$ cat src/flash_mode_pkg.sv
// constants and types for the serial flash operating-state control
package flash_mode_pkg;
    localparam logic [7:0] OP_RST_EN   = 8'h66;
    localparam logic [7:0] OP_RST      = 8'h99;
    localparam logic [7:0] OP_SUSPEND  = 8'h75;
    localparam logic [7:0] OP_RESUME   = 8'h7a;
    localparam logic [7:0] OP_SLEEP    = 8'hb9;
    localparam logic [7:0] OP_RELEASE  = 8'hab;
    localparam logic [7:0] OP_QUAD_ON  = 8'h38;
    localparam logic [7:0] OP_QUAD_OFF = 8'hff;
    localparam logic [7:0] OP_WEN      = 8'h06;
    localparam logic [7:0] OP_WSR1     = 8'h01;
    localparam logic [7:0] OP_WSR2     = 8'h11;
    localparam logic [7:0] OP_SEC_ER   = 8'h44;
    localparam logic [7:0] OP_SEC_PG   = 8'h42;
    localparam logic [7:0] OP_SE       = 8'h20;
    localparam logic [7:0] OP_BE32     = 8'h52;
    localparam logic [7:0] OP_BE64     = 8'hd8;
    localparam logic [7:0] OP_CE1      = 8'hc7;
    localparam logic [7:0] OP_CE2      = 8'h60;
    localparam logic [7:0] OP_PP       = 8'h02;
    localparam logic [7:0] OP_QPP      = 8'h32;
    localparam logic [7:0] OP_RPARAM   = 8'hc0;
    localparam logic [7:0] OP_WRAP     = 8'h77;
    localparam logic [7:0] DEV_ID      = 8'h5a; // arbitrary value
    localparam int CLK_NS        = 10;
    localparam int RESUME_NS     = 200;
    localparam int RESUME_CYC    = RESUME_NS / CLK_NS;
    localparam int SUS_NS        = 1000;
    localparam int SUS_CYC       = SUS_NS / CLK_NS;
    localparam int SLEEP_NS      = 500;
    localparam int SLEEP_CYC     = (SLEEP_NS + CLK_NS - 1) / CLK_NS;
    localparam int RST_NS        = 1000;
    localparam int RST_CYC       = (RST_NS + CLK_NS - 1) / CLK_NS;
    localparam logic [15:0] RESUME_CNT = 16'(RESUME_CYC);
    localparam logic [15:0] SUS_CNT    = 16'(SUS_CYC);
    localparam logic [15:0] SLEEP_CNT  = 16'(SLEEP_CYC);
    localparam logic [15:0] RST_CNT    = 16'(RST_CYC);
    localparam logic [5:0]  ID_START   = 6'h20;
    localparam logic [5:0]  BITS_OP_SER = 6'h08;
    localparam logic [5:0]  BITS_OP_QW  = 6'h02;
    localparam logic [5:0]  ID_DUMMY_SER = 6'h18;
    localparam logic [5:0]  ID_DUMMY_QW  = 6'h06;
    localparam logic [3:0]  ID_OE        = 4'h2;

    typedef enum logic [4:0] {
        ST_IDLE    = 5'h01,
        ST_PROG    = 5'h02,
        ST_ERASE   = 5'h04,
        ST_SUSP    = 5'h08,
        ST_RESET   = 5'h10
    } op_state_t;

    typedef struct packed {
        logic busy_flag;
        logic sus_prog;
        logic sus_erase;
        logic write_latch_flag;
        logic four_wire_command_mode;
        logic deep_sleep;
    } status_t;
endpackage : flash_mode_pkg

$ cat src/edge_sync.sv
// two-stage synchroniser with edge detection of the synchronised level
`timescale 1ns/100ps
`default_nettype none
module edge_sync #(
    parameter logic IDLE = 1'b0
) (
    input  wire logic ref_clk,
    input  wire logic rst_n,
    input  wire logic din,
    output logic      level,
    output logic      rise,
    output logic      fall
);
    typedef struct packed {
        logic s1;
        logic s2;
        logic s3;
    } sync_t;
    sync_t st_q;
    sync_t st_d;

    always_comb begin
        st_d    = st_q;
        st_d.s1 = din;
        st_d.s2 = st_q.s1;
        st_d.s3 = st_q.s2;
    end

    always_ff @(posedge ref_clk or negedge rst_n) begin
        if (!rst_n) begin
            // reset to the pin's idle level so no false edge follows reset
            st_q <= {3{IDLE}};
        end else begin
            st_q <= st_d;
        end
    end

    assign level = st_q.s2;
    assign rise  = st_q.s2 & ~st_q.s3;
    assign fall  = ~st_q.s2 & st_q.s3;
endmodule : edge_sync
`default_nettype wire

$ cat src/flash_mode_ctrl.sv
// operating-state control of the serial flash: opcode decode, suspend, sleep, reset
`timescale 1ns/100ps
`default_nettype none
module flash_mode_ctrl (
    input  wire logic                   ref_clk,
    input  wire logic                   nrst,
    input  wire logic                   cs_n,
    input  wire logic                   sclk,
    input  wire logic [3:0]             io_in,
    input  wire logic                   quad_enable_flag,
    input  wire logic                   start_prog,
    input  wire logic                   start_erase,
    input  wire logic                   op_done,
    output logic [3:0]                  io_out,
    output logic [3:0]                  io_oe,
    output logic                        busy_flag,
    output logic [1:0]                  suspended_flags,
    output logic                        write_latch_flag,
    output logic                        four_wire_command_mode,
    output logic                        deep_sleep,
    output logic                        reject_pulse,
    output logic [7:0]                  read_param_bits,
    output logic [7:0]                  continuous_read_bits,
    output logic [2:0]                  wrap_bits
);
    logic rst_s1_q;
    logic rst_s2_q;

    always_ff @(posedge ref_clk or negedge nrst) begin
        if (!nrst) begin
            rst_s1_q <= 1'b0;
            rst_s2_q <= 1'b0;
        end else begin
            rst_s1_q <= 1'b1;
            rst_s2_q <= rst_s1_q;
        end
    end

    logic cs_lvl, cs_rise, cs_fall;
    logic ck_rise, ck_fall;
    logic [3:0] io_s1_q;
    logic [3:0] io_s2_q;

    edge_sync #(.IDLE(1'b1)) u_cs (
        .ref_clk (ref_clk),
        .rst_n   (rst_s2_q),
        .din     (cs_n),
        .level   (cs_lvl),
        .rise    (cs_rise),
        .fall    (cs_fall)
    );
    edge_sync u_ck (
        .ref_clk (ref_clk),
        .rst_n   (rst_s2_q),
        .din     (sclk),
        .level   (),
        .rise    (ck_rise),
        .fall    (ck_fall)
    );

    // io sampled with the same latency as the clock edge detector
    always_ff @(posedge ref_clk or negedge rst_s2_q) begin
        if (!rst_s2_q) begin
            io_s1_q <= '0;
            io_s2_q <= '0;
        end else begin
            io_s1_q <= io_in;
            io_s2_q <= io_s1_q;
        end
    end

    typedef struct packed {
        flash_mode_pkg::op_state_t op;
        flash_mode_pkg::op_state_t sus_from;
        flash_mode_pkg::status_t   st;
        logic [7:0]                sh;
        logic [5:0]                nbits;
        logic                      op_done_flag;
        logic [7:0]                opcode;
        logic                      rst_armed;
        logic                      id_mode;
        logic [2:0]                id_bit;
        logic                      sleep_pend;
        logic [15:0]               cnt;
        logic                      sus_pend;
        logic                      res_pend;
        logic [7:0]                rparam;
        logic [7:0]                cread;
        logic [2:0]                wrap;
        logic                      rej;
        logic [3:0]                out;
        logic [3:0]                oe;
    } state_t;

    state_t s_q;
    state_t s_d;
    logic   busy;
    logic   frame_ok;
    logic [5:0] op_len;
    logic [7:0] op_next;

    always_comb begin
        s_d     = s_q;
        s_d.rej = 1'b0;
        busy    = s_q.st.busy_flag;
        op_len  = s_q.st.four_wire_command_mode ? flash_mode_pkg::BITS_OP_QW
                                                : flash_mode_pkg::BITS_OP_SER;
        op_next = s_q.st.four_wire_command_mode ? {s_q.sh[3:0], io_s2_q}
                                                : {s_q.sh[6:0], io_s2_q[0]};
        // opcode shifts in during the frame, decoded at frame end
        if (cs_fall) begin
            s_d.nbits        = '0;
            s_d.op_done_flag = 1'b0;
            s_d.id_mode      = 1'b0;
            s_d.id_bit       = '0;
        end
        if (!cs_lvl && ck_rise && s_q.op != flash_mode_pkg::ST_RESET) begin
            if (!s_q.op_done_flag) begin
                s_d.sh = op_next;
                if (s_q.nbits + 6'd1 == op_len) begin
                    s_d.op_done_flag = 1'b1;
                    s_d.opcode       = op_next;
                    s_d.nbits        = '0;
                end else begin
                    s_d.nbits = s_q.nbits + 6'd1;
                end
            end else begin
                s_d.nbits = s_q.nbits + 6'd1;
                // three dummy bytes after release start the id stream
                if (s_q.opcode == flash_mode_pkg::OP_RELEASE && !busy
                    && s_q.nbits + 6'd1 == (s_q.st.four_wire_command_mode
                       ? flash_mode_pkg::ID_DUMMY_QW : flash_mode_pkg::ID_DUMMY_SER)) begin
                    s_d.id_mode = 1'b1;
                end
            end
        end
        if (!cs_lvl && ck_fall && s_q.id_mode) begin
            s_d.out[1] = flash_mode_pkg::DEV_ID[3'd7 - s_q.id_bit];
            s_d.oe     = flash_mode_pkg::ID_OE;
            s_d.id_bit = s_q.id_bit + 3'd1;
        end
        if (cs_rise) begin
            s_d.oe      = '0;
            s_d.id_mode = 1'b0;
        end
        // frame end: decode only complete opcodes
        if (cs_rise && s_q.op_done_flag && s_q.op != flash_mode_pkg::ST_RESET) begin
            s_d.rst_armed = 1'b0;
            if (s_q.st.deep_sleep) begin
                // only release and reset pass in sleep
                if (s_q.opcode == flash_mode_pkg::OP_RELEASE) begin
                    s_d.st.deep_sleep = 1'b0;
                end else if (s_q.opcode == flash_mode_pkg::OP_RST_EN) begin
                    s_d.rst_armed = 1'b1;
                end else if (s_q.opcode == flash_mode_pkg::OP_RST && s_q.rst_armed) begin
                    s_d.op  = flash_mode_pkg::ST_RESET;
                    s_d.cnt = flash_mode_pkg::RST_CNT;
                end else begin
                    s_d.rej = 1'b1;
                end
            end else begin
                case (s_q.opcode)
                    flash_mode_pkg::OP_RST_EN: s_d.rst_armed = 1'b1;
                    flash_mode_pkg::OP_RST: begin
                        if (s_q.rst_armed && s_q.nbits == '0) begin
                            s_d.op  = flash_mode_pkg::ST_RESET;
                            s_d.cnt = flash_mode_pkg::RST_CNT;
                        end
                    end
                    flash_mode_pkg::OP_SUSPEND: begin
                        if ((s_q.op == flash_mode_pkg::ST_PROG
                             || s_q.op == flash_mode_pkg::ST_ERASE)
                            && busy && !s_q.st.sus_prog && !s_q.st.sus_erase) begin
                            s_d.sus_from = s_q.op;
                            s_d.st.sus_prog  = s_q.op == flash_mode_pkg::ST_PROG;
                            s_d.st.sus_erase = s_q.op == flash_mode_pkg::ST_ERASE;
                            s_d.sus_pend = 1'b1;
                            s_d.cnt      = flash_mode_pkg::SUS_CNT;
                        end else begin
                            s_d.rej = 1'b1;
                        end
                    end
                    flash_mode_pkg::OP_RESUME: begin
                        if ((s_q.st.sus_prog || s_q.st.sus_erase) && !busy) begin
                            s_d.st.sus_prog  = 1'b0;
                            s_d.st.sus_erase = 1'b0;
                            s_d.res_pend = 1'b1;
                            s_d.cnt      = flash_mode_pkg::RESUME_CNT;
                        end else begin
                            s_d.rej = 1'b1;
                        end
                    end
                    flash_mode_pkg::OP_SLEEP: begin
                        if (!busy && s_q.nbits == '0) begin
                            s_d.sleep_pend = 1'b1;
                            s_d.cnt        = flash_mode_pkg::SLEEP_CNT;
                        end else begin
                            s_d.rej = 1'b1;
                        end
                    end
                    flash_mode_pkg::OP_RELEASE: s_d.rej = busy;
                    flash_mode_pkg::OP_QUAD_ON: begin
                        if (quad_enable_flag) begin
                            s_d.st.four_wire_command_mode = 1'b1;
                        end else begin
                            s_d.rej = 1'b1;
                        end
                    end
                    flash_mode_pkg::OP_QUAD_OFF: s_d.st.four_wire_command_mode = 1'b0;
                    flash_mode_pkg::OP_WEN: s_d.st.write_latch_flag = !busy;
                    flash_mode_pkg::OP_WSR1, flash_mode_pkg::OP_WSR2,
                    flash_mode_pkg::OP_SEC_ER, flash_mode_pkg::OP_SE,
                    flash_mode_pkg::OP_BE32, flash_mode_pkg::OP_BE64,
                    flash_mode_pkg::OP_CE1, flash_mode_pkg::OP_CE2: begin
                        if (s_q.st.sus_prog || s_q.st.sus_erase) begin
                            s_d.rej = 1'b1;
                        end
                    end
                    flash_mode_pkg::OP_SEC_PG, flash_mode_pkg::OP_PP,
                    flash_mode_pkg::OP_QPP: begin
                        if (s_q.st.sus_prog) begin
                            s_d.rej = 1'b1;
                        end
                    end
                    default: ;
                endcase
            end
        end
        // array cycles start from outside only when allowed
        if (s_q.op == flash_mode_pkg::ST_IDLE && !s_q.st.deep_sleep && !cs_rise
            && !(start_erase && (s_q.st.sus_prog || s_q.st.sus_erase))
            && !(start_prog && s_q.st.sus_prog)) begin
            if (start_prog || start_erase) begin
                s_d.op           = start_prog ? flash_mode_pkg::ST_PROG
                                              : flash_mode_pkg::ST_ERASE;
                s_d.st.busy_flag = 1'b1;
            end
        end
        if ((s_q.op == flash_mode_pkg::ST_PROG || s_q.op == flash_mode_pkg::ST_ERASE)
            && op_done && !s_q.sus_pend) begin
            s_d.op                  = (s_q.st.sus_prog || s_q.st.sus_erase)
                                      ? flash_mode_pkg::ST_SUSP : flash_mode_pkg::ST_IDLE;
            s_d.st.busy_flag        = 1'b0;
            s_d.st.write_latch_flag = 1'b0;
        end
        // timed actions
        if (s_q.sus_pend || s_q.res_pend || s_q.sleep_pend || s_q.op == flash_mode_pkg::ST_RESET) begin
            if (s_q.cnt <= 16'h0001) begin
                if (s_q.sus_pend) begin
                    s_d.sus_pend     = 1'b0;
                    s_d.st.busy_flag = 1'b0;
                    s_d.op           = flash_mode_pkg::ST_SUSP;
                end
                if (s_q.res_pend) begin
                    s_d.res_pend     = 1'b0;
                    s_d.st.busy_flag = 1'b1;
                    s_d.op           = s_q.sus_from;
                end
                if (s_q.sleep_pend) begin
                    s_d.sleep_pend    = 1'b0;
                    s_d.st.deep_sleep = 1'b1;
                end
                if (s_q.op == flash_mode_pkg::ST_RESET) begin
                    s_d.op = flash_mode_pkg::ST_IDLE;
                end
            end else begin
                s_d.cnt = s_q.cnt - 16'h0001;
            end
        end
        if (s_d.op == flash_mode_pkg::ST_RESET && s_q.op != flash_mode_pkg::ST_RESET) begin
            // abort and return to power-on values
            s_d.st         = '0;
            s_d.sus_pend   = 1'b0;
            s_d.res_pend   = 1'b0;
            s_d.sleep_pend = 1'b0;
            s_d.rparam     = '0;
            s_d.cread      = '0;
            s_d.wrap       = '0;
            s_d.rst_armed  = 1'b0;
        end
    end

    always_ff @(posedge ref_clk or negedge rst_s2_q) begin
        if (!rst_s2_q) begin
            s_q          <= '0;
            s_q.op       <= flash_mode_pkg::ST_IDLE;
            s_q.sus_from <= flash_mode_pkg::ST_IDLE;
        end else begin
            s_q <= s_d;
        end
    end

    assign io_out                 = s_q.out;
    assign io_oe                  = s_q.oe;
    assign busy_flag              = s_q.st.busy_flag;
    assign suspended_flags        = {s_q.st.sus_erase, s_q.st.sus_prog};
    assign write_latch_flag       = s_q.st.write_latch_flag;
    assign four_wire_command_mode = s_q.st.four_wire_command_mode;
    assign deep_sleep             = s_q.st.deep_sleep;
    assign reject_pulse           = s_q.rej;
    assign read_param_bits        = s_q.rparam;
    assign continuous_read_bits   = s_q.cread;
    assign wrap_bits              = s_q.wrap;
endmodule : flash_mode_ctrl
`default_nettype wire

$ cat config.mk
export PLATFORM = sky130hd
export DESIGN_NAME = flash_mode_ctrl
export DESIGN_NICKNAME = d
export VERILOG_FILES = /design/src/flash_mode_pkg.sv /design/src/edge_sync.sv /design/src/flash_mode_ctrl.sv
export SDC_FILE = /design/constraint.sdc
export NUM_CORES = 1
export LEC_CHECK = 0
export ABC_AREA = 1
export BUFFER_PORTS_ARGS = -buffer_cell sky130_fd_sc_hd__buf_2
export CAP_MARGIN = 25
export CORE_MARGIN = 2
export CORE_UTILIZATION = 40
export DETAILED_ROUTE_END_ITERATION = 10
export GPL_TIMING_DRIVEN = 0
export SYNTH_ARGS = -nofsm -noshare
export SYNTH_HDL_FRONTEND = slang
export SYNTH_SLANG_ARGS = --single-unit
$ cat constraint.sdc
create_clock -name ref_clk -period 4 [get_ports ref_clk]
set_clock_uncertainty 0.05 [all_clocks]
set_input_delay 0.2 -clock ref_clk [delete_from_list [all_inputs] [get_ports ref_clk]]
set_output_delay 0.2 -clock ref_clk [all_outputs]
set_load 0.02 [all_outputs]
## After elaboration in Yosys (flattened, before gate mapping)

Memory sizes are Yosys's and may differ from the RTL's. A register that Yosys moved wholly into a read port is not among the register bits.
Cells that the tools add are included.

| storage, ports and cells | value |
|---|---|
| output and inout port bits | 34 |
| register bits | 84 |
| word-level logic and storage cells | 238 |
| bits in read-only memories | 8 |
| memories | 1 |
| input port bits | 12 |

Memory list:

| memory | depth | width | read ports | clocked after Yosys merged registers in | wr ports | line | source |
|---|---|---|---|---|---|---|---|
| (no name shown) | 8 | 1 | 1 | 1 | 0 | flash_mode_ctrl.sv:138 | `s_d.out[1] = flash_mode_pkg::DEV_ID[3'd7 - s_q.id_bit];` |

| operators by class | value |
|---|---|
| reductions and logical operators | 57 |
| bitwise gates (word level) | 10 |
| equal/unequal tests | 33 |
| add/sub/neg operators | 4 |
| magnitude comparators | 1 |
| mux-type cells | 101 |

Operators with widths:

| cell | count |
|---|---|
| $mux 16 | 7 |
| $mux 5 | 19 |
| $pmux 16 s4 | 1 |
| $eq 8x7->1 const B | 7 |
| $eq 8x8->1 const B | 6 |
| $mux 1 | 45 |
| $mux 19 | 2 |
| $mux 17 | 2 |
| $eq 8x6->1 const B | 3 |
| $logic_and 1x1->1 | 24 |
| $mux 4 | 6 |
| $mux 21 | 1 |
| $mux 6 | 3 |
| $mux 9 | 2 |
| $le 16x1->1 const B | 1 |
| $sub 16x1->16 const B | 1 |
| $mux 15 | 1 |
| $reduce_bool 3->1 | 4 |
| $eq 5x5->1 const B | 2 |
| $logic_not 1->1 | 10 |
| $mux 10 | 1 |
| $ne 3x3->1 const B | 3 |
| $eq 8x1->1 const B | 1 |
| $eq 8x2->1 const B | 1 |
| 31 further kinds | 53 |

## Depth between registers and ports, before layout

Gate-level depths: netlist of run 1.

| depth | value |
|---|---|
| depth in word-level cells | 21 |
| gate-level depth with buffers | 14 |
| depth with buffers taken out | 14 |

## Modules after synthesis

From an unflattened synthesis of run 1, not the netlist that was laid out.

| second synthesis, totals | value |
|---|---|
| cells, all modules | 607 |
| area total of the unflattened synthesis | 4687.0 µm² |

Modules (own cells, without submodules):

| module | sequential area each (µm²) | times used | area each (µm²) | cells an instance |
|---|---|---|---|---|
| flash_mode_ctrl | 1879.3 | 1 | 4503.1 | 593 |
| edge_sync (u_cs) | 78.8 | 1 | 93.8 | 7 |
| edge_sync (u_ck) | 75.1 | 1 | 90.1 | 7 |

## Least setup slack after synthesis of run 1

No wires, ideal clock.

| timing | value |
|---|---|
| path kind | reg-to-reg |
| from | register s_q[61] (netlist name) |
| to | register s_q[57] (netlist name) |
| clock period less this slack | 1.878 ns |
| path buffers | 1 |
| cell stages (with the launch flop) | 12 |
| path slack | 2.122 ns |
| arrival time | 1.701 ns |
| required time | 3.823 ns |
| path through | dfrtp_1 inv_1 ha_1 inv_1 nor2_1 nor2_1 o21ai_0 nor3_1 nand3_1 nor2_4 buf_6 o21ai_0 |

| on the way | value |
|---|---|
| longest elaborated chain between the ends | 3 |

RTL lines:

| element | line | source |
|---|---|---|
| from (decl) | flash_mode_ctrl.sv:95 | `state_t s_q;` |
| $add 6x1->6 | flash_mode_ctrl.sv:120 | `if (s_q.nbits + 6'd1 == op_len) begin` |
| $eq 6x4->1 | flash_mode_ctrl.sv:120 |  |
| $reduce_and 3->1 (no source line) | -- |  |

Every way passes these cells.
A chain may end at the register's enable or synchronous reset.

## Final worst setup path of run 1

| timing | value |
|---|---|
| from | register s_q[61] (netlist name) |
| to | register s_q[58] (netlist name) |

Same word-level chain as after synthesis.

==> metrics.md, run 1 <==
| Metric | Value |
|---|---|
| Largest net degree at the start of global routing | 48 |
| Slew @ Worst Pin | 575 ps |
| Sequential-to-total area share from yosys stat | 42.6% |
| FF/Latch Area | 2040 sq um |
| Tot GR Track Use | 17.8% |
| Antenna fix cells | 0 |
| Number of synthesized register bits | 81 |
| Setup WS pre-CTS | 1820 ps |
| Number of remaining DRC errors | 0 |
| Initial core utilization | 41.5% |
| RSZ-0062 raised after global routing | no |
| Clock tree root buffer cell | clkbuf_16 |
| Final wirelength | 10,400 um |
| Clk sink count | 81 |
| I/O pin count | 46 |
| Tmin final | 2190 ps |
| TritonCTS clock tree | built |
| PortBufs | 20 |
| Layout Nets | 701 |
| Area of the multi-input gates | 2220 sq um |
| H-Tree Depth | 3 |
| Initial DRC Count | 239 |
| # fillers | 1,128 |
| Rows | 39 |
| DIE HEIGHT | 113 um |
| CP max FO | 10 |
| Initial antenna violation count | 0 |
| Pins Over Slew Limit | 0 |
| Syn. warnings | 0 |
| Asr flop ratio synth | 100% |
| Relative slew slack | 61.3% |
| EDFF count, synth | 0 |
| LEAKAGE | 2.91 nW |
| Crit path capture type | flop |
| Grt ovf | 0 |
| Ys flop type | dfrtp_1 |
| DP HPWL | 7810 um |
| Share of the synthesized area in the top cell type | 39.8% |
| Final Util | 48.4% |
| Routed vias | 4,035 |
| First-pass GRT wire length | 18,300 um |
| Routed wire length per instance | 12.5 um |
| DIE AREA | 12,800 sq um |
| Synth Area per Inst | 7.69 sq um |
| Routed vias/inst | 4.85 |
| Cell taking the most area after synthesis | dfrtp_1 |
| Post-Syn Area | 4780 sq um |
| Hold Crit Class | in2async |
| Layout area overhead | 16.7% |
| Post-route setup slack | 1810 ps |
| Most frequent cell after synthesis | nand2_1 |
| Vias in the first global route | 3,958 |
| Worst VDD drop | 0.326 mV |
| Arrival @ worst endpoint | 2410 ps |
| Final worst-path cycle share | 54.8% |
| Clk buf depth | 2 |
| Die width | 113 um |
| Layout cells sized above 1 | 18.7% |
| Post-route ant nets | 0 |
| TritonRoute pass-1 iters | 6 |
| Most common library cells after synthesis | nand2_1 (146), inv_1 (82), dfrtp_1 (76), nor2_1 (50), nand3_1 (41) |
| Clock-pin slew on the worst setup and hold paths | 60 ps |
| Setup violators final | 0 |
| Postcts setup bufs | 0 |
| PD cells | 399 nW/um^2 |
| Clock latency on the worst-skew pair | 340 ps |
| Worst Path Required | 4220 ps |
| RD Place Congestion | 0.869 |
| Total negative slack | 0 ps |
| CP Class | reg2reg |
| Synth cell types | 48 |
| Status | complete, no violations |
| CTS Buf Count | 9 |
| Max cap viols | 0 |
| Leading post-synthesis cells by cell area | dfrtp_1 (40%), nand2_1 (11%), inv_1 (6.4%), buf_4 (4.6%), nand3_1 (4.3%) |
| Cells after synthesis | 621 |
| FMAX | 456 MHz |
| Core footprint | 11,500 sq um |
| Final hold vios | 0 |
| Startpoint Class | flop |
[worst paths after layout]
check                             from                 end  slack (ps)  cells past startpoint
setup / recovery               s_q[61]             s_q[58]        1810                     12
setup reg to reg               s_q[61]             s_q[58]        1810                     12
min in group ref_clk       start_erase             s_q[88]         240                      5
max in group asynchronous     rst_s2_q        u_cs.st_q[0]        3010                      1
hold reg to reg               rst_s2_q  suspended_flags[0]         240                      0
hold / removal                    nrst            rst_s2_q         130                      2
[critical path, stage by stage, from the launching register on]
cell     delay (ps)
dfrtp_1         390
inv_1           100
ha_1            310
inv_1            80
nor2_1           40
nor2_1           90
o21ai_0         120
nor3_1          200
nand3_1         240
nor2_4          220
buf_6           160
nand2_1          50
o21ai_1          80
[cell type report]
cell class,instances,area share [%]
Multi-Input combinational cell,435,39.9
Sequential cell,81,36.6
Inverter,95,6.40
Buffer,34,4.56
Clock buffer,9,4.04
Timing Repair Buffer,28,3.55
Tap cell,143,3.21
Clock inverter,7,1.80
[state kept, by name (all words and copies together), names as in the netlist]
signal,flops
s_q,56
io_s1_q,4
io_s2_q,4
suspended_flags,2
busy_flag,1
deep_sleep,1
four_wire_command_mode,1
io_oe,1
io_out,1
reject_pulse,1
rst_s1_q,1
rst_s2_q,1
u_ck.level,1
u_ck.st_d,1
u_ck.st_q,1
u_cs.level,1
u_cs.st_d,1
u_cs.st_q,1
write_latch_flag,1
[report_power, final]
group	leakage [nW]	internal [mW]	switching, mW
registers	0.999	0.891	0.0667
clock network	0.161	0.553	0.345
logic	1.75	0.121	0.247
total	2.91	1.57	0.659
[routing by layer]
metal / track usage, % / up-vias / wire, um
met5: 0 / - / 0
met4: 5.53 / 0 / 154
met3: 4.18 / 12 / 544
met2: 28.2 / 117 / 4790
met1: 24.2 / 1848 / 4950
li1: - / 2058 / -
[repair_timing]
item	4_1_cts	5_1_grt
endpoints found under the hold margin	8	0
hold buffers	7	0
resized for setup	0	0
[cells in the final DEF, fill, tap and decap left out, types with 11 or more instances in the layout]
cell type	n
o21ai_1	13
inv_1	82
o21ai_0	38
conb_1	26
inv_2	12
dfrtp_1	75
nand3_1	41
nor2_1	50
nor2_2	11
nand2_1	146
buf_2	22
buf_4	29
nand2_2	11
a21oi_1	22
[stage by stage]
stage	hold slack (ps)	power (mW)	instance area [sq um]	instances
global route	125	2.35	5570	832
floorplan	-146	1.24	4870	645
finish	133	2.22	5570	832
global placement	-65.6	1.32	5150	808
detailed placement	-62.7	1.33	5180	809
CTS	108	2.24	5570	832
[kinds of logic (layout without fill, tap and decap cells)]
kind of cell | after synthesis | after routing | share of synthesized area, %
simple gates | 292 | 292 | 28.8
flops | 81 | 81 | 42.6
fa+ha+maj | 5 | 5 | 1.31
compound gates | 101 | 101 | 12.3
other cells | 2 | 26 | 0.157
xor+xnor | 11 | 11 | 2.02
buf+inv | 129 | 173 | 12.8
No activity file was read; power rests on OpenSTA's default activity.
==> inputs of run 2 (changes only) <==
Settings changed: ABC_AREA 1 to 0.
Clock period 4 ns to 2.2 ns, I/O delays scaled along.
==> run 2 against run 1 <==
Final area rose by 11%; synthesized cell count is 19% lower; die area fell by 3.5%; total power up 46%; critical path depth decreased by 3; first-iteration DRC count increased by 15%; non-clock buffer count up 58; the flow now finishes with violations (negative setup slack); combinational power fell by 28%; via count rose by 1.1%; global-route usage increased by 1.3 points; setup slack got worse by 2100 ps.
==> metrics.md, run 2 <==
| Metric | Value |
|---|---|
| Synth cell types | 69 |
| Clk sink count | 81 |
| Initial core utilization | 40.7% |
| Tmin final | 2530 ps |
| Rows | 39 |
| Leading post-synthesis cells by cell area | dfrtp_1 (41%), buf_4 (4.7%), nor2_1 (4.6%), o21ai_0 (4.5%), nand2_1 (3.8%) |
| Antenna fix cells | 0 |
| EDFF count, synth | 0 |
| Cell taking the most area after synthesis | dfrtp_1 |
| Worst Path Required | 2380 ps |
| Max cap viols | 0 |
| TritonCTS clock tree | built |
| Clk buf depth | 2 |
| CTS Buf Count | 9 |
| DIE HEIGHT | 111 um |
| Die width | 111 um |
| Core footprint | 11,300 sq um |
| Number of synthesized register bits | 81 |
| Ys flop type | dfrtp_1 |
| Share of the synthesized area in the top cell type | 41.3% |
| Reg-to-Reg Start | s_q[33] |
| Slew @ Worst Pin | 696 ps |
| FMAX | 395 MHz |
| First-pass GRT wire length | 19,100 um |
| Tot Pwr | 3.24 mW |
| Final hold vios | 0 |
| Top Registers | s_q (56), io_s1_q (4), io_s2_q (4) |
| Setup violators final | 23 |
| Hold Crit Class | in2async |
| Final Util | 54.4% |
| Initial antenna violation count | 0 |
| Post-route ant nets | 0 |
| Routed vias | 4,080 |
| Cells after synthesis | 504 |
| I/O pin count | 46 |
| PD cells | 526 nW/um^2 |
| Worst VDD drop | 0.833 mV |
| LEAKAGE | 2.75 nW |
| Clock latency on the worst-skew pair | 350 ps |
| Routed vias/inst | 5.40 |
| RD Place Congestion | 0.894 |
| Status | complete, but fails checks |
| Total negative slack | -4380 ps |
| Final wirelength | 11,800 um |
| Layout area overhead | 33.9% |
| Pins Over Slew Limit | 0 |
| Initial DRC Count | 274 |
| TritonRoute pass-1 iters | 5 |
| Clock tree root buffer cell | clkbuf_16 |
| RSZ-0062 raised after global routing | yes |
| Vias in the first global route | 3,846 |
| Crit path capture type | flop |
| Startpoint Class | flop |
| Number of remaining DRC errors | 0 |
| Leading cell type in the layout, fill and taps excluded | buf_4 |
| Most frequent cell after synthesis | dfrtp_1 |
| CP max FO | 5 |
| Tot GR Track Use | 19.1% |
| Final worst-path cycle share | 115% |
| Largest register by flop count | s_q |
| Synth Area per Inst | 9.13 sq um |
| Asr flop ratio synth | 100% |
| Post-Syn Area | 4600 sq um |
| Sequential-to-total area share from yosys stat | 44.2% |
| Commonest cells after routing, fill and taps aside | buf_4 (75), dfrtp_1 (71), nor2_1 (45), nand2_1 (43), a21oi_1 (28) |
| Largest net degree at the start of global routing | 45 |
| Routed wire length per instance | 15.6 um |
| Relative slew slack | 53.2% |
| Layout cells sized above 1 | 35.1% |
| Layout Nets | 625 |
| Grt ovf | 0 |
| DP HPWL | 7800 um |
| Failing checks | negative setup slack |
| Clock-pin slew on the worst setup and hold paths | 60 ps |
| Setup WS pre-CTS | -753 ps |
| PortBufs | 20 |
| CP Class | reg2reg |
| H-Tree Depth | 3 |
| Crit. Startpoint | s_q[33] |
| Arrival @ worst endpoint | 2710 ps |
| DIE AREA | 12,400 sq um |
| Max reg flops | 56 |
| Most common library cells after synthesis | dfrtp_1 (76), nor2_1 (56), nand2_1 (47), o21ai_0 (41), a21oi_1 (33) |
| Inst Count DP | 692 |
| Syn. warnings | 0 |
| Non-filler cells in the finished layout | 756 |
| Post-route setup slack | -329 ps |
-- run 2: cell types whose count changed after synthesis, moves of 7 or more --
cell / delta
nor2_2: -11
nand3_1: -27
nand2_2: -11
nor3_1: +12
a21oi_1: +11
clkbuf_1: +9
nand2_1: -99
mux2i_1: +12
o21ai_1: -13
inv_2: -12
and3_1: +7
inv_1: -67
-- run 2: power breakdown --
part           leakage [nW]  switching [mW]  internal, mW  total, mW
logic                  1.60           0.146         0.117      0.263
registers              1.02          0.0472          1.55       1.59
clock network         0.129           0.620         0.766       1.39
total                  2.75           0.813          2.43       3.24
-- run 2: layout make-up --
type | count | area [sq um]
well taps | 143 | 179
clock buffers | 10 | 229
fillers | 1000 | 5160
clock inverters | 6 | 42.5
repair buffers | 73 | 558
flip-flops and latches | 81 | 2040
inverters | 15 | 56.3
plain buffers | 47 | 370
multi-input cells | 381 | 2690
-- run 2: cells by family after synthesis --
logic type / after synthesis / share of synthesized area [%]
compound gates: 123 / 16.9
xor+xnor: 8 / 1.52
fa+ha+maj: 5 / 1.36
buf+inv: 66 / 8.29
flops: 81 / 44.2
mux: 17 / 3.83
other cells: 2 / 0.163
simple gates: 202 / 23.8
-- run 2: critical path, stage by stage, from the launching register on --
cell and delay, ps:
dfrtp_2 410, or4_4 560, buf_4 160, nor2_4 150, and3_1 280, o22ai_2 150, nor4_4 280, buf_4 180
clkbuf_16 140, nor2_1 40
-- run 2: routing by layer --
metal,global-route usage (%),up-vias,share of wire [%]
met5,0,-,0
met4,6.01,0,1.9
met3,5.63,24,4.8
met2,31.1,109,51
met1,24.4,1981,43
li1,-,1966,-
-- run 2: through the flow --
step,hold slack (ps),cell area (sq um)
4_1_cts,12.2,5720
2_1_floorplan,-236,4730
3_3_place_gp,-154,5010
3_5_place_dp,-151,5030
6_report,17.0,6160
5_1_grt,28.4,6160
-- run 2: path summary, 6_finish.rpt --
check | end | slack (ps) | cells past startpoint
min in group ref_clk | s_q[87] | 130 | 4
hold / removal | rst_s2_q | 20 | 2
setup / recovery | deep_sleep | -330 | 9
hold reg to reg | s_q[47] | 250 | 0
max in group asynchronous | u_cs.st_q[0] | 1190 | 1
setup reg to reg | deep_sleep | -330 | 9
-- run 2: what timing repair did --
item,4_1_cts,5_1_grt
gates cloned,0,1
setup buffers,16,29
pin swaps,11,20
hold endpoints to repair,8,0
endpoints found under the setup margin,39,49
hold buffers,7,0
resized for setup,58,61
==> inputs of run 3 (changes only) <==
==> constraint.sdc (replaced) <==
create_clock -name ref_clk -period 2.2 [get_ports ref_clk]
set_clock_uncertainty 0.05 [all_clocks]
set_input_delay 0.44 -clock ref_clk [delete_from_list [all_inputs] [get_ports ref_clk]]
set_output_delay 0.44 -clock ref_clk [all_outputs]
set_load 0.02 [all_outputs]
==> run 3 against run 2 <==
The run still ends with negative setup slack left; flip-flop and latch count is the same; critical path depth grew 1; utilization shrank 0.53 points; wire length shrank 0.70%; fmax is essentially flat; highest routed layer unchanged.
==> metrics.md, run 3 (synthesis results as in run 2) <==
| Metric | Value |
|---|---|
| Commonest cells after routing, fill and taps aside | buf_4 (75), dfrtp_1 (71), nor2_1 (45), nand2_1 (43), a21oi_1 (28) |
| Vias in the first global route | 3,810 |
| Hold Crit Class | in2reg |
| Cell-internal power | 2.42 mW |
| Combinational share of power | 7.9% |
| Clock tree root buffer cell | clkbuf_16 |
| CP Class | reg2reg |
| I/O pin count | 46 |
| Clk sink count | 81 |
| FF/Latch Area | 2040 sq um |
| Initial antenna violation count | 0 |
| HP Start | cs_n |
| Hold endpoint | u_cs.st_d[1] |
| Clk buf depth | 2 |
| DP HPWL | 7800 um |
| DIE AREA | 12,400 sq um |
| Non-filler cells in the finished layout | 750 |
| Rows | 39 |
| Met2 usage | 30.8% |
| Routed vias | 4,058 |
| Cells on worst reg2reg path | 10 |
| Status | complete, but fails checks |
| Startpoint Class | flop |
| TritonCTS clock tree | built |
| Layout area overhead | 32.6% |
| Most Used Layer, Global Route | met2 |
| Failing checks | negative setup slack |
| Post-route setup slack | -328 ps |
| Die width | 111 um |
| NetSw | 0.813 mW |
| Pins Over Slew Limit | 0 |
| Number of remaining DRC errors | 0 |
| Dpl cell area | 5030 sq um |
| Clock latency on the worst-skew pair | 350 ps |
| Tot GR Track Use | 19.0% |
| H-Tree Depth | 3 |
| Largest net degree at the start of global routing | 45 |
| Worst VDD drop | 0.832 mV |
| FMAX | 395 MHz |
| Reg-to-Reg Start | s_q[33] |
| DIE HEIGHT | 111 um |
| Clk network pwr share | 42.9% |
| Post-route ant nets | 0 |
| Layout cells sized above 1 | 35.4% |
| Reg-to-Reg End | write_latch_flag |
| Flop pwr share | 49.3% |
| Met3 usage | 5.63% |
| Flop-to-flop setup slack | -330 ps |
| Crit path capture type | flop |
| Max cap viols | 0 |
| Final wirelength | 11,700 um |
| Antenna fix cells | 0 |
| # fillers | 1,005 |
| PD cells | 530 nW/um^2 |
| First-pass GRT wire length | 19,000 um |
| Max reg flops | 56 |
| Routed vias/inst | 5.41 |
| CP max FO | 5 |
| Final Util | 53.9% |
| Final hold vios | 0 |
| Clock-pin slew on the worst setup and hold paths | 60 ps |
| Initial core utilization | 40.7% |
| Setup violators final | 23 |
| Worst Path Required | 2420 ps |
| Core footprint | 11,300 sq um |
| Initial DRC Count | 243 |
| Final instance area | 6100 sq um |
| Tmin final | 2530 ps |
| Routed wire length per instance | 15.6 um |
| CTS Buf Count | 9 |
| TritonRoute pass-1 iters | 4 |
| Slew @ Worst Pin | 696 ps |
| Hold Path Cell Cnt | 1 |
| Largest register by flop count | s_q |
| RD Place Congestion | 0.894 |
| Met1 Use GR | 24.4% |
| Sw Share | 25.1% |
| Top Registers | s_q (56), io_s1_q (4), io_s2_q (4) |
| Inst Count DP | 692 |
| RSZ-0062 raised after global routing | yes |
| Relative slew slack | 53.3% |
| Leading cell type in the layout, fill and taps excluded | buf_4 |
| Arrival @ worst endpoint | 2750 ps |
| PortBufs | 20 |
| Final worst-path cycle share | 115% |
| Area of the multi-input gates | 2690 sq um |
| Layout Nets | 619 |
| Grt ovf | 0 |
| LEAKAGE | 2.72 nW |
## run 3: repair_timing
action / 4_1_cts / 5_1_grt
buffers inserted: 16 / 29
setup endpoints to repair: 39 / 49
gates resized for setup: 58 / 61
pin swaps: 11 / 20
cloned: 0 / 1
hold buffers: 1 / 0
endpoints found under the hold margin: 2 / 0
## run 3: metal layers
| metal | part of all wire, % | wire length, um |
|---|---|---|
| met3 | 4.4 | 516 |
| met1 | 43 | 5060 |
| met5 | 0 | 0 |
| met4 | 1.3 | 157 |
| met2 | 51 | 5980 |
## run 3: cell type report
class                   instances  area share [%]
inverters                      15           0.923
clock buffers                  10            3.75
well taps                     143            2.93
clock inverters                 6           0.697
plain buffers                  47            6.07
flip-flops and latches         81            33.5
multi-input cells             381            44.0
repair buffers                 67            8.16
## run 3: power by group through the flow
| stage | sequential, mW | clock [mW] | combinational, mW |
|---|---|---|---|
| floorplan | 1.62 | 0 | 0.164 |
| global placement | 1.64 | 0 | 0.197 |
| detailed placement | 1.62 | 0 | 0.223 |
| CTS | 1.60 | 1.43 | 0.236 |
| global route | 1.60 | 1.49 | 0.287 |
| finish | 1.59 | 1.39 | 0.255 |
## run 3: worst max-delay path by stage
stage	slack, ps	to	depth (start not counted)	startpoint
2_1_floorplan	-200	write_latch_flag	7	s_q[35]
3_3_place_gp	-710	four_wire_command_mode	7	u_cs.level
3_5_place_dp	-750	suspended_flags[0]	7	s_q[37]
4_1_cts	-300	four_wire_command_mode	8	s_q[35]
5_1_grt	-420	deep_sleep	10	s_q[63]
6_report	-330	write_latch_flag	10	s_q[33]
## run 3: through the flow
step / setup TNS [ps] / setup slack [ps] / power [mW] / hold slack [ps]
2_1_floorplan: -2040 / -198 / 1.78 / 94.4
6_report: -4390 / -328 / 3.24 / 143
3_5_place_dp: -16030 / -753 / 1.85 / 179
5_1_grt: -6790 / -415 / 3.38 / 125
3_3_place_gp: -14610 / -715 / 1.83 / 176
4_1_cts: -4380 / -298 / 3.26 / 136
## run 3: worst max-delay path, cell delays in order (launching register included)
cell and delay [ps]:
dfrtp_2 410, or4_4 560, buf_4 160, nor2_4 140
and3_1 280, a211oi_4 60, a22oi_2 230, nor4_4 70
buf_4 160, clkbuf_16 150, nor3_1 160
